File: src/wdt_pkg.sv
// Package with the register map, field positions and timing constants.
package wdt_pkg;

	localparam logic [7:0] CTRL_STATUS_OFFSET = 8'h00;

	localparam int IRQ_FLAG_BIT      = 7;
	localparam int IRQ_ENABLE_BIT    = 6;
	localparam int PERIOD_HI_BIT     = 5;
	localparam int CHANGE_WINDOW_BIT = 4;
	localparam int RESET_ENABLE_BIT  = 3;
	localparam int PERIOD_LO_TOP     = 2;

	localparam logic       IRQ_FLAG_RESET     = 1'b0;
	localparam logic       IRQ_ENABLE_RESET   = 1'b0;
	localparam logic       RESET_ENABLE_RESET = 1'b0;
	localparam logic [3:0] PERIOD_RESET       = 4'h0;

	localparam logic [2:0] CHANGE_WINDOW_CYCLES = 3'h4;

	localparam int            COUNT_W         = 21;
	localparam logic [3:0]    LONG_CODE_LAST  = 4'h9;
	localparam logic [3:0]    SHORT_CODE_LAST = 4'hD;
	localparam logic [3:0]    SHORT_CODE_BASE = 4'hA;
	localparam logic [20:0]   LONG_BASE       = 21'h000800;
	localparam logic [20:0]   SHORT_BASE      = 21'h000400;
	localparam logic [20:0]   SHORTEST_PERIOD = 21'h000080;

	typedef enum logic [1:0] {
		MODE_STOPPED,
		MODE_IRQ,
		MODE_RESET,
		MODE_IRQ_RESET
	} dog_mode_t;

	function automatic logic [20:0] period_cycles(input logic [3:0] code);
		logic [3:0] shift;
		shift = 4'h0;
		if (code <= LONG_CODE_LAST)
		begin
			period_cycles = LONG_BASE << code;
		end
		else if (code <= SHORT_CODE_LAST)
		begin
			shift = code - SHORT_CODE_BASE;
			period_cycles = SHORT_BASE >> shift;
		end
		else
		begin
			period_cycles = SHORTEST_PERIOD;
		end
	endfunction

endpackage
File: src/osc_tick_sync.sv
// Brings the watchdog oscillator into the core clock and marks its rising edges.
`timescale 1ns/1ns
module osc_tick_sync
(
	input  wire logic core_clk,
	input  wire logic reset_n,
	input  wire logic osc_level,
	output logic      osc_tick
);

	typedef struct packed {
		logic meta;
		logic sync;
		logic prev;
		logic tick;
	} sync_state_t;

	sync_state_t s_r;
	sync_state_t s_nxt;

	// The first stage feeds only the second; edges are seen on later stages.
	always_comb
	begin
		s_nxt      = s_r;
		s_nxt.meta = osc_level;
		s_nxt.sync = s_r.meta;
		s_nxt.prev = s_r.sync;
		s_nxt.tick = s_r.sync & ~s_r.prev;
	end

	always_ff @(posedge core_clk or negedge reset_n)
	begin
		if (!reset_n)
		begin
			s_r <= '0;
		end
		else
		begin
			s_r <= s_nxt;
		end
	end

	assign osc_tick = s_r.tick;

endmodule

File: src/watchdog_timer_control.sv
// Watchdog timer with its control and status register.
//
// What this block and its software do
// Time-out in an interrupt mode sets the flag in bit 7.
// Executing the watchdog vector clears the flag in hardware.
// Writing one to the flag clears it; zero leaves it.
// Interrupt requested only with global enable, bit 6 enable and flag set.
// Reset enable clear, interrupt enable set: interrupt on every time-out.
// Fuse unprogrammed: 00 stop, 01 irq, 10 reset, 11 irq then reset.
// In combined mode the vector clears interrupt enable and flag.
// Combined mode: time-out with flag still pending applies system reset.
// Software re-enables the interrupt after each one, outside the handler.
// Programmed fuse (0) forces reset mode whatever the enable bits.
// Clearing reset enable or changing period needs change window bit 4.
// Change window bit clears itself four core cycles after set.
// Reset enable reads and acts set while the reset cause flag is set.
// Period codes 0000 to 1001 double from 2048 to 1048576 cycles.
// Codes 1010 to 1101 give 1024, 512, 256, 128; 1110, 1111 reserved.
// Software restarts the counter before changing the period.
// Software opens the window then writes new values within four cycles.
// The counter counts cycles of the separate 128 kHz oscillator.
// The restart input clears the counter; software restarts in time.
// Programmed fuse locks reset enable at 1 and interrupt enable at 0.
// Oscillator edges are synchronised into the core clock first.
// Reserved period codes are stored and count the 128 cycle period.
//
// The register offsets and the strobed register port were chosen for this implementation.
`timescale 1ns/1ns
module watchdog_timer_control
	import wdt_pkg::*;
(
	input  wire logic       core_clk,
	input  wire logic       reset_n,
	input  wire logic [7:0] reg_addr,
	input  wire logic [7:0] reg_wdata,
	input  wire logic       reg_wr,
	input  wire logic       reg_rd,
	output logic      [7:0] reg_rdata,
	input  wire logic       osc_level,
	input  wire logic       dog_restart,
	input  wire logic       irq_vector_taken,
	input  wire logic       global_irq_enable,
	input  wire logic       always_on_fuse,
	input  wire logic       dog_reset_cause_flag,
	output logic            timeout_irq_req,
	output logic            sys_reset_req
);

	import wdt_pkg::*;

	typedef struct packed {
		logic                 timeout_irq_flag;
		logic                 timeout_irq_enable;
		logic                 sys_reset_enable;
		logic [3:0]           period_select;
		logic [2:0]           window_count;
		logic [COUNT_W-1:0]   count;
		logic [7:0]           rdata;
		logic                 irq_req;
		logic                 reset_req;
	} dog_state_t;

	dog_state_t s_r;
	dog_state_t s_nxt;

	logic              osc_tick;
	logic              fuse_programmed;
	logic              reset_en_eff;
	logic              irq_en_eff;
	logic              window_open;
	dog_mode_t         mode;
	logic [COUNT_W-1:0] limit;
	logic              timeout;
	logic              sel;
	logic              wr_hit;
	logic              set_flag;
	logic [7:0]        read_value;
	logic [3:0]        new_period;

	osc_tick_sync u_sync
	(
		.core_clk  (core_clk),
		.reset_n   (reset_n),
		.osc_level (osc_level),
		.osc_tick  (osc_tick)
	);

	always_comb
	begin
		fuse_programmed = ~always_on_fuse;
		// Fuse and the reset cause flag both hold reset enable high.
		reset_en_eff = s_r.sys_reset_enable | dog_reset_cause_flag
			| fuse_programmed;
		irq_en_eff = s_r.timeout_irq_enable & ~fuse_programmed;
		window_open = (s_r.window_count != 3'h0);
		case ({reset_en_eff, irq_en_eff})
			2'b00:   mode = MODE_STOPPED;
			2'b01:   mode = MODE_IRQ;
			2'b10:   mode = MODE_RESET;
			2'b11:   mode = MODE_IRQ_RESET;
			default: mode = MODE_STOPPED;
		endcase
		limit = period_cycles(s_r.period_select);
		timeout = osc_tick && (mode != MODE_STOPPED) && !dog_restart
			&& (s_r.count == limit - 21'h000001);
		sel = (reg_addr == CTRL_STATUS_OFFSET);
		wr_hit = reg_wr & sel;
		read_value = 8'h00;
		read_value[IRQ_FLAG_BIT] = s_r.timeout_irq_flag;
		read_value[IRQ_ENABLE_BIT] = irq_en_eff;
		read_value[PERIOD_HI_BIT] = s_r.period_select[3];
		read_value[CHANGE_WINDOW_BIT] = window_open;
		read_value[RESET_ENABLE_BIT] = reset_en_eff;
		read_value[PERIOD_LO_TOP:0] = s_r.period_select[2:0];
		new_period = {reg_wdata[PERIOD_HI_BIT],
			reg_wdata[PERIOD_LO_TOP:0]};
	end

	always_comb
	begin
		s_nxt = s_r;
		s_nxt.reset_req = 1'b0;
		set_flag = 1'b0;

		// Counter runs on oscillator rising edges while the dog is not stopped.
		if (dog_restart || mode == MODE_STOPPED)
		begin
			s_nxt.count = '0;
		end
		else if (timeout)
		begin
			s_nxt.count = '0;
		end
		else if (osc_tick)
		begin
			s_nxt.count = s_r.count + 21'h000001;
		end

		if (timeout)
		begin
			case (mode)
				MODE_IRQ:
				begin
					set_flag = 1'b1;
				end
				MODE_RESET:
				begin
					s_nxt.reset_req = 1'b1;
				end
				MODE_IRQ_RESET:
				begin
					if (s_r.timeout_irq_flag)
					begin
						s_nxt.reset_req = 1'b1;
					end
					else
					begin
						set_flag = 1'b1;
					end
				end
				default:
				begin
					set_flag = 1'b0;
				end
			endcase
		end

		if (s_r.window_count != 3'h0)
		begin
			s_nxt.window_count = s_r.window_count - 3'h1;
		end

		if (wr_hit)
		begin
			if (reg_wdata[IRQ_FLAG_BIT])
			begin
				s_nxt.timeout_irq_flag = 1'b0;
			end
			s_nxt.timeout_irq_enable = reg_wdata[IRQ_ENABLE_BIT];
			if (reg_wdata[RESET_ENABLE_BIT])
			begin
				s_nxt.sys_reset_enable = 1'b1;
			end
			else if (window_open)
			begin
				s_nxt.sys_reset_enable = 1'b0;
			end
			if (window_open)
			begin
				s_nxt.period_select = new_period;
			end
			if (reg_wdata[CHANGE_WINDOW_BIT])
			begin
				s_nxt.window_count = CHANGE_WINDOW_CYCLES;
			end
		end

		if (irq_vector_taken)
		begin
			s_nxt.timeout_irq_flag = 1'b0;
			if (mode == MODE_IRQ_RESET)
			begin
				s_nxt.timeout_irq_enable = 1'b0;
			end
		end

		// A time-out in the same cycle as a clear keeps the flag set.
		if (set_flag)
		begin
			s_nxt.timeout_irq_flag = 1'b1;
		end

		s_nxt.irq_req = s_nxt.timeout_irq_flag & global_irq_enable
			& s_nxt.timeout_irq_enable & ~fuse_programmed;

		if (reg_rd && sel)
		begin
			s_nxt.rdata = read_value;
		end
		else
		begin
			s_nxt.rdata = 8'h00;
		end
	end

	always_ff @(posedge core_clk or negedge reset_n)
	begin
		if (!reset_n)
		begin
			s_r <= '0;
			s_r.timeout_irq_flag <= IRQ_FLAG_RESET;
			s_r.timeout_irq_enable <= IRQ_ENABLE_RESET;
			s_r.sys_reset_enable <= RESET_ENABLE_RESET;
			s_r.period_select <= PERIOD_RESET;
		end
		else
		begin
			s_r <= s_nxt;
		end
	end

	assign reg_rdata = s_r.rdata;
	assign timeout_irq_req = s_r.irq_req;
	assign sys_reset_req = s_r.reset_req;

endmodule

File: config.mk
export PLATFORM = sky130hd
export DESIGN_NAME = watchdog_timer_control
export DESIGN_NICKNAME = d
export VERILOG_FILES = /design/src/wdt_pkg.sv /design/src/osc_tick_sync.sv /design/src/watchdog_timer_control.sv
export SDC_FILE = /design/constraint.sdc
export NUM_CORES = 1
export LEC_CHECK = 0
export BUFFER_PORTS_ARGS = -buffer_cell sky130_fd_sc_hd__buf_2
export CELL_PAD_IN_SITES_DETAIL_PLACEMENT = 0
export CELL_PAD_IN_SITES_GLOBAL_PLACEMENT = 1
export CORE_MARGIN = 2
export CORE_UTILIZATION = 42
export DETAILED_ROUTE_END_ITERATION = 10
export HOLD_SLACK_MARGIN = 0.15
export PLACE_DENSITY = 0.84
export SLEW_MARGIN = 20
export SYNTH_ARGS = -nofsm -noshare
export SYNTH_HDL_FRONTEND = slang
export SYNTH_SLANG_ARGS = --single-unit
File: constraint.sdc
create_clock -name core_clk -period 4.32 [get_ports core_clk]
set_input_delay 0.216 -clock core_clk [delete_from_list [all_inputs] [get_ports core_clk]]
set_output_delay 0.216 -clock core_clk [all_outputs]
set_load 0.02 [all_outputs]
==> results of run 1 <==
-- registers in the layout (all words and copies together) (netlist names) --
signal	cells
sys_reset_req	1
reg_rdata	8
u_sync.osc_tick	1
timeout_irq_req	1
read_value	5
s_r	26
u_sync.s_nxt	2
u_sync.s_r	1
-- stage by stage --
step                      util, %  hold WS, ps  setup WS (ps)
final                        46.3          153            340
after global routing         46.3          151            103
after global placement       44.4          326            451
after detailed placement     44.4          326            380
after CTS                    46.2          150            359
after floorplan                 -        -79.6            156
-- worst max path at each step --
stage	from	to	cells after the start	slack, ps
after floorplan	read_value[2]	s_r[20]	19	160
after global placement	read_value[1]	s_r[18]	14	450
after detailed placement	read_value[1]	s_r[16]	14	380
after CTS	read_value[1]	s_r[16]	14	360
after global routing	read_value[1]	s_r[18]	14	100
final	read_value[1]	s_r[18]	14	340
-- critical path, stage by stage (launching register included) --
cell and delay (ps):
dfrtp_1 380, inv_1 170, ha_1 360, nand3_1 130
or3_1 370, ha_1 270, a32o_1 230, a32o_2 260
a2111oi_4 330, o2111ai_1 170, nor4b_2 260, and4_1 240
buf_4 280, a2bb2oi_1 300, o31ai_4 100
-- kinds of logic after synthesis --
| logic type | after synthesis |
|---|---|
| and+or+nand+nor | 193 |
| adders and majority gates | 5 |
| DFF | 45 |
| muxes | 8 |
| xor gates and xnor gates | 18 |
| buffers and inverters | 56 |
| AOI/OAI and AO/OA | 119 |
-- where the power goes --
group,internal [uW],switching [uW],total (uW),leakage (uW)
combinational,96.6,143,240,0.00100
clock,115,145,260,0.0000385
sequential,442,15.0,457,0.000613
-- per-layer routing --
layer / part of all wire, % / vias to the layer above
met5: 0 / -
met4: 1.9 / 0
met3: 5.1 / 23
met2: 46 / 121
met1: 47 / 1644
li1: - / 1681
-- cells in the final DEF, fill, tap and decap left out, drive strengths merged, types with 6 or more instances in the layout --
cell type	instances
dfrtp	45
xor2	8
o31ai	15
or3	8
or2	10
and2	12
nor2b	6
buf	46
a21oi	21
xnor2	10
nand4	7
nor2	28
nand2	35
a2bb2oi	17
inv	12
o21ai	21
clkbuf	7
dlygate4sd3	8
and3	6
nor3	12
nand3	33
-- layout make-up --
class | instances | area, sq um | share of cell area (%)
clock buffer | 7 | 76.3 | 1.80
inverter | 13 | 48.8 | 1.15
tap | 111 | 139 | 3.28
multi-input combinational | 343 | 2500 | 59.0
sequential | 45 | 1130 | 26.6
timing repair buffer | 54 | 340 | 8.04
clock inverter | 1 | 7.51 | 0.177
-- what timing repair did --
| action | 4_1_cts | 5_1_grt |
|---|---|---|
| hold buffers | 8 | 0 |
| resized for setup | 0 | 0 |
| endpoints found under the hold margin | 45 | 0 |
| buffers inserted | 0 | 0 |
==> flow_summary.ini, run 1 <==
[status]
outcome = complete, no violations

[synth]
ys_seq_elements = 45
synth_compound_area_share_pct = 27.3
most_frequently_used_cell_type_in_the_post_synthesis_netlist = dfrtp_1
yosys_most_used_dff = dfrtp_1
synthesis.area_per_instance_sq_um = 8.87
post_synth_most_frequent_cells = dfrtp_1, nand2_1, nand3_1, nor2_1, a21oi_1
yosysTopAreaCell = dfrtp_1
synth_xor_area_share_pct = 4.00
synth.area.mux_share_pct = 2.19
synth_async_sr_flop_share_pct = 100
yosys.area_share.adder_pct = 1.59
synth-simple-area-share_pct = 28.2
yosysUniqueCellTypes = 77
yosys.area.top_type_share_pct = 28.6
main_combinational_cell_family_by_area_after_synthesis = simple AND/OR/NAND/NOR gates
sequential_element_share_of_the_synthesized_area_pct = 28.6
ys_warn_count = 0
synth_fp_nets = 475
syn_area_sq_um = 3940
synthTopCellsByArea = dfrtp_1, o31ai_4, nand3_1, a2bb2oi_2, nand2_1
synth-edff-count = 0
synthCells = 444

[floorplanning]
core_region_area_sq_um = 9150
die_y_um = 101
die-width_um = 101
floorplan.initialDensity_pct = 43.0
rows = 35
total_die_area_sq_um = 10200
floorplan.io_pins = 36

[critical_path]
worst-r2r-setup-slack_ps = 340
reg2reg_from = read_value[1]
timing.setup.critical_path_class = reg2reg
r2r-end = s_r[18]
rr_worst_depth = 14
cp_data_arrival_time_ps = 4170
worst-path-max-fanout = 18
required_time_reported_for_the_critical_path_endpoint_ps = 4510
worstSetupStartpointType = register
setup.worst_path.end_class = register

[grt]
globalRouteOverflowTotal = 0
grt.met1_usage_pct = 28.4
use_met2_pct = 31.2
grt_pass1_vias = 3078
grt_start_max_net_pins = 46
first_pass_grt_wire_length_um = 16000
grt_most_used_layer = met2
grt_antenna_before_repair = 0
gr-usage-all-layers_pct = 19.9
met3_track_demand_over_resource_pct = 2.84

[timing]
fin_crit_ps = 3980
tightestPinTransition_ps = 1100
hold_viol = 0
setup_violations = 0
timing.final.crit_share_pct = 92.1
slew_headroom_pct = 26.6
rsz_0062_raised_after_global_routing = no
drv_slew = 0
fmax_mhz = 251
timing.setup.tns_ps = 0
skew_ps = 11.0

[clocking]
cts_sinks = 45
clock_path_buffers = 2
ctsRootBufferMaster = clkbuf_8
cts_inserted_buffers = 5
tritoncts_clock_tree = yes
htree_levels = 2
cts.clk_slew.worst_paths_ps = 90
clock_latency_ps = 300

[cells_and_area]
finish.instance_area_sq_um = 4230
num_antenna_cells = 0
finalNetCount = 493
fin_cells = 574
drive_above_1_share_pct = 22.7
layout-area-overhead-vs-synth_pct = 7.46
fill_cell_count = 871

[power]
leakage_uw = 0.00165
vdd_drop_max_mv = 0.132
totalPowerFinal_uw = 957
cellPowerDensity_nw_per_um2 = 226

[detailed_routing]
detailed_route_via_count = 3469
drtIter0Drc = 233
route.detailed.vias_per_inst = 6.04
post-route-drc-count = 0
routed_wl_um = 9900
drt-pass1-iter-count = 5
wl_per_cell_um = 17.3
antenna_violating_nets_post_route = 0

[worst_hold_path]
min-delay-path-class = in2reg
timing.hold.worst_endpoint = read_value[2]
hold_start = reg_wdata[2]
whs_path_depth = 2

[place]
placement.cell_area_sq_um = 4070
gp_routability_congestion = 0.930
place.detailed.instances = 558
detailedPlacementHpwl_um = 7200
placement.io_buffers = 35

[run]
drv_cap = 0
No activity file was read; power rests on OpenSTA's default activity.
==> run 2, diff against run 1 <==
--- a/config.mk
+++ b/config.mk
@@ -9,11 +9,13 @@
 export CELL_PAD_IN_SITES_DETAIL_PLACEMENT = 0
 export CELL_PAD_IN_SITES_GLOBAL_PLACEMENT = 1
 export CORE_MARGIN = 2
-export CORE_UTILIZATION = 42
+export CORE_UTILIZATION = 41
 export DETAILED_ROUTE_END_ITERATION = 10
 export HOLD_SLACK_MARGIN = 0.15
 export PLACE_DENSITY = 0.84
+export REMOVE_ABC_BUFFERS = 1
 export SLEW_MARGIN = 20
 export SYNTH_ARGS = -nofsm -noshare
 export SYNTH_HDL_FRONTEND = slang
+export SYNTH_HIERARCHICAL = 1
 export SYNTH_SLANG_ARGS = --single-unit
==> flow_summary.ini, run 2 <==
[cells_and_area]
layout.area.seq_sq_um = 1130
largest_reg_flops = 26
finalNetCount = 441
drive_above_1_share_pct = 18.2
max_flop_register = s_r
num_antenna_cells = 0
fin_cells = 513
layout-area-overhead-vs-synth_pct = 10.8
fill_cell_count = 767
layout_common_cells = dfrtp_1, buf_2, nor2_1
multi_input_area_sq_um = 1960
layout.cells.most_common = dfrtp_1

[synth]
post_synth_most_frequent_cells = dfrtp_1, nor2_1, nand2_1, a21oi_1, xor2_1
synthCells = 388
ys_warn_count = 6
yosys_most_used_dff = dfrtp_1
yosysTopAreaCell = dfrtp_1
synth_async_sr_flop_share_pct = 100
synth-edff-count = 0
most_frequently_used_cell_type_in_the_post_synthesis_netlist = dfrtp_1
yosys.area.top_type_share_pct = 33.8
synthTopCellsByArea = dfrtp_1, xor2_1, nor2_1, xnor2_1, a21oi_1
sequential_element_share_of_the_synthesized_area_pct = 33.8
syn_area_sq_um = 3330
synthesis.area_per_instance_sq_um = 8.58
yosysUniqueCellTypes = 66
ys_seq_elements = 45

[critical_path]
rr_worst_depth = 13
slowest_delay_ps = 540
worst-path-max-fanout = 18
timing.setup.critical_path_class = reg2reg
worst_path_max_delay_cell = ha_1
required_time_reported_for_the_critical_path_endpoint_ps = 4500
crit_path_cell_trace = inv_1 > ha_1 > nand4b_1 > or3_1 > ha_1 > o21ai_0 > or3_1 > a2111oi_0 > a211oi_1 > nand4_2 > o31ai_4 > buf_4 > nor2_1
worstSetupStartpointType = register
setup.worst_path.end_class = register
cp_data_arrival_time_ps = 4150

[timing]
drv_slew = 0
timing.final.crit_share_pct = 91.8
timing.setup.tns_ps = 0
hold_viol = 0
fin_crit_ps = 3970
slew_headroom_pct = 47.1
skew_ps = 6.49
fmax_mhz = 252
rsz_0062_raised_after_global_routing = no
setup_violations = 0
tightestPinTransition_ps = 783

[clocking]
htree_levels = 2
clock_path_buffers = 2
cts_inserted_buffers = 5
ctsRootBufferMaster = clkbuf_8
cts_sinks = 45
clock_latency_ps = 300
cts_resized = 0
tritoncts_clock_tree = yes
cts.clk_slew.worst_paths_ps = 90

[detailed_routing]
wl_per_cell_um = 16.6
post-route-drc-count = 0
routed_wl_um = 8520
drtIter0Drc = 226
antenna_violating_nets_post_route = 0
detailed_route_via_count = 3009
drt-pass1-iter-count = 4
route.detailed.vias_per_inst = 5.87

[floorplanning]
core_region_area_sq_um = 7810
floorplan.initialDensity_pct = 42.7
total_die_area_sq_um = 8860
rows = 32
die-width_um = 94.1
floorplan.io_pins = 36
die_y_um = 94.1

[power]
vdd_drop_max_mv = 0.249
cell_internal_pwr_uw = 715
swShare_pct = 28.7
cellPowerDensity_nw_per_um2 = 272
leakage_uw = 0.00152
power.combinational.fraction_pct = 20.7
switching_power_uw = 288
p_clk_share_pct = 33.4
share_seq_of_total_power_pct = 45.9

[grt]
gr-usage-all-layers_pct = 20.5
globalRouteOverflowTotal = 0
grt_pass1_vias = 2907
grt_start_max_net_pins = 46
first_pass_grt_wire_length_um = 14400
grt_antenna_before_repair = 0

[status]
outcome = complete, no violations

[place]
detailedPlacementHpwl_um = 6220
place.detailed.instances = 496
placement.io_buffers = 35
gp_routability_congestion = 0.914

[run]
drv_cap = 0

[worst_hold_path]
whs_path_depth = 2
min-delay-path-class = in2reg
[run 2: cell count changes after synthesis, sizes merged, moves of 8 or more]
| cell | previous run | this run |
|---|---|---|
| nor2 | 28 | 40 |
| buf | 29 | 21 |
| a2bb2oi | 17 | 0 |
| o21ai | 21 | 13 |
| xor2 | 8 | 16 |
| nand2 | 35 | 25 |
| o31ai | 15 | 1 |
| nand3 | 33 | 13 |
[run 2: stage by stage]
stage,utilization [%],area [sq um],hold slack [ps],setup WS (ps),total power (uW)
finish,47.3,3690,158,354,1000
CTS,47.0,3670,153,421,1010
detailed placement,44.6,3480,327,449,667
global route,47.3,3690,154,141,1070
global placement,44.6,3480,325,659,661
floorplan,-,3150,-79.6,341,602
[run 2: cells by family (layout without fill, tap and decap cells)]
group / count (synthesis) / after routing / share of synthesized area [%]
multiplexers: 7 / 7 / 2.25
flip-flops: 45 / 45 / 33.8
AND/OR/NAND/NOR: 169 / 169 / 28.4
AO/OA/AOI/OAI: 86 / 86 / 19.0
buffers and inverters: 48 / 71 / 7.25
XOR/XNOR: 28 / 28 / 7.36
adder cells (fa/ha/maj): 5 / 5 / 1.88
[run 2: layout make-up]
cell class,instances,share of cell area (%)
multi-input cells,295,53.2
flip-flops and latches,45,30.5
repair buffers,48,8.07
well taps,102,3.46
clock buffers,6,2.24
inverters,15,1.53
clock inverters,2,1.02
[run 2: power by group through the flow]
stage	sequential (uW)	clock (uW)	combinational (uW)
finish	460	335	208
global route	464	365	239
CTS	459	343	205
detailed placement	468	0	200
global placement	467	0	193
floorplan	469	0	132
[run 2: per-layer routing]
layer	up-vias	global-route usage, %	wire length, um	share of wire [%]
li1	1452	-	-	-
met1	1463	27.2	3800	45
met2	80	34.0	4070	48
met3	14	3.77	502	5.9
met4	0	5.92	153	1.8
met5	-	0	0	0
[run 2: critical path: cells and delay by family (launching register included)]
| kind | cells | cell delay, ps |
|---|---|---|
| AOI/OAI and AO/OA | 4 | 860 |
| adders and majority gates | 2 | 810 |
| buffers and inverters | 2 | 450 |
| DFF | 1 | 380 |
| and+or+nand+nor | 5 | 1350 |
[run 2: what timing repair did]
item,in CTS,in global routing
hold buffers,7,2
endpoints found under the hold margin,52,2
setup endpoints to repair,0,0
buffers inserted,0,0
[run 2: worst paths after layout]
path | from | endpoint | slack (ps)
setup / recovery | read_value[1] | s_r[17] | 350
hold / removal | reg_wdata[0] | read_value[0] | 160
setup reg to reg | read_value[1] | s_r[17] | 350
hold reg to reg | u_sync/s_nxt[2] | u_sync/s_nxt[1] | 350
max in group asynchronous | reset_n | s_r[30] | 3450
min in group asynchronous | reset_n | s_r[33] | 470
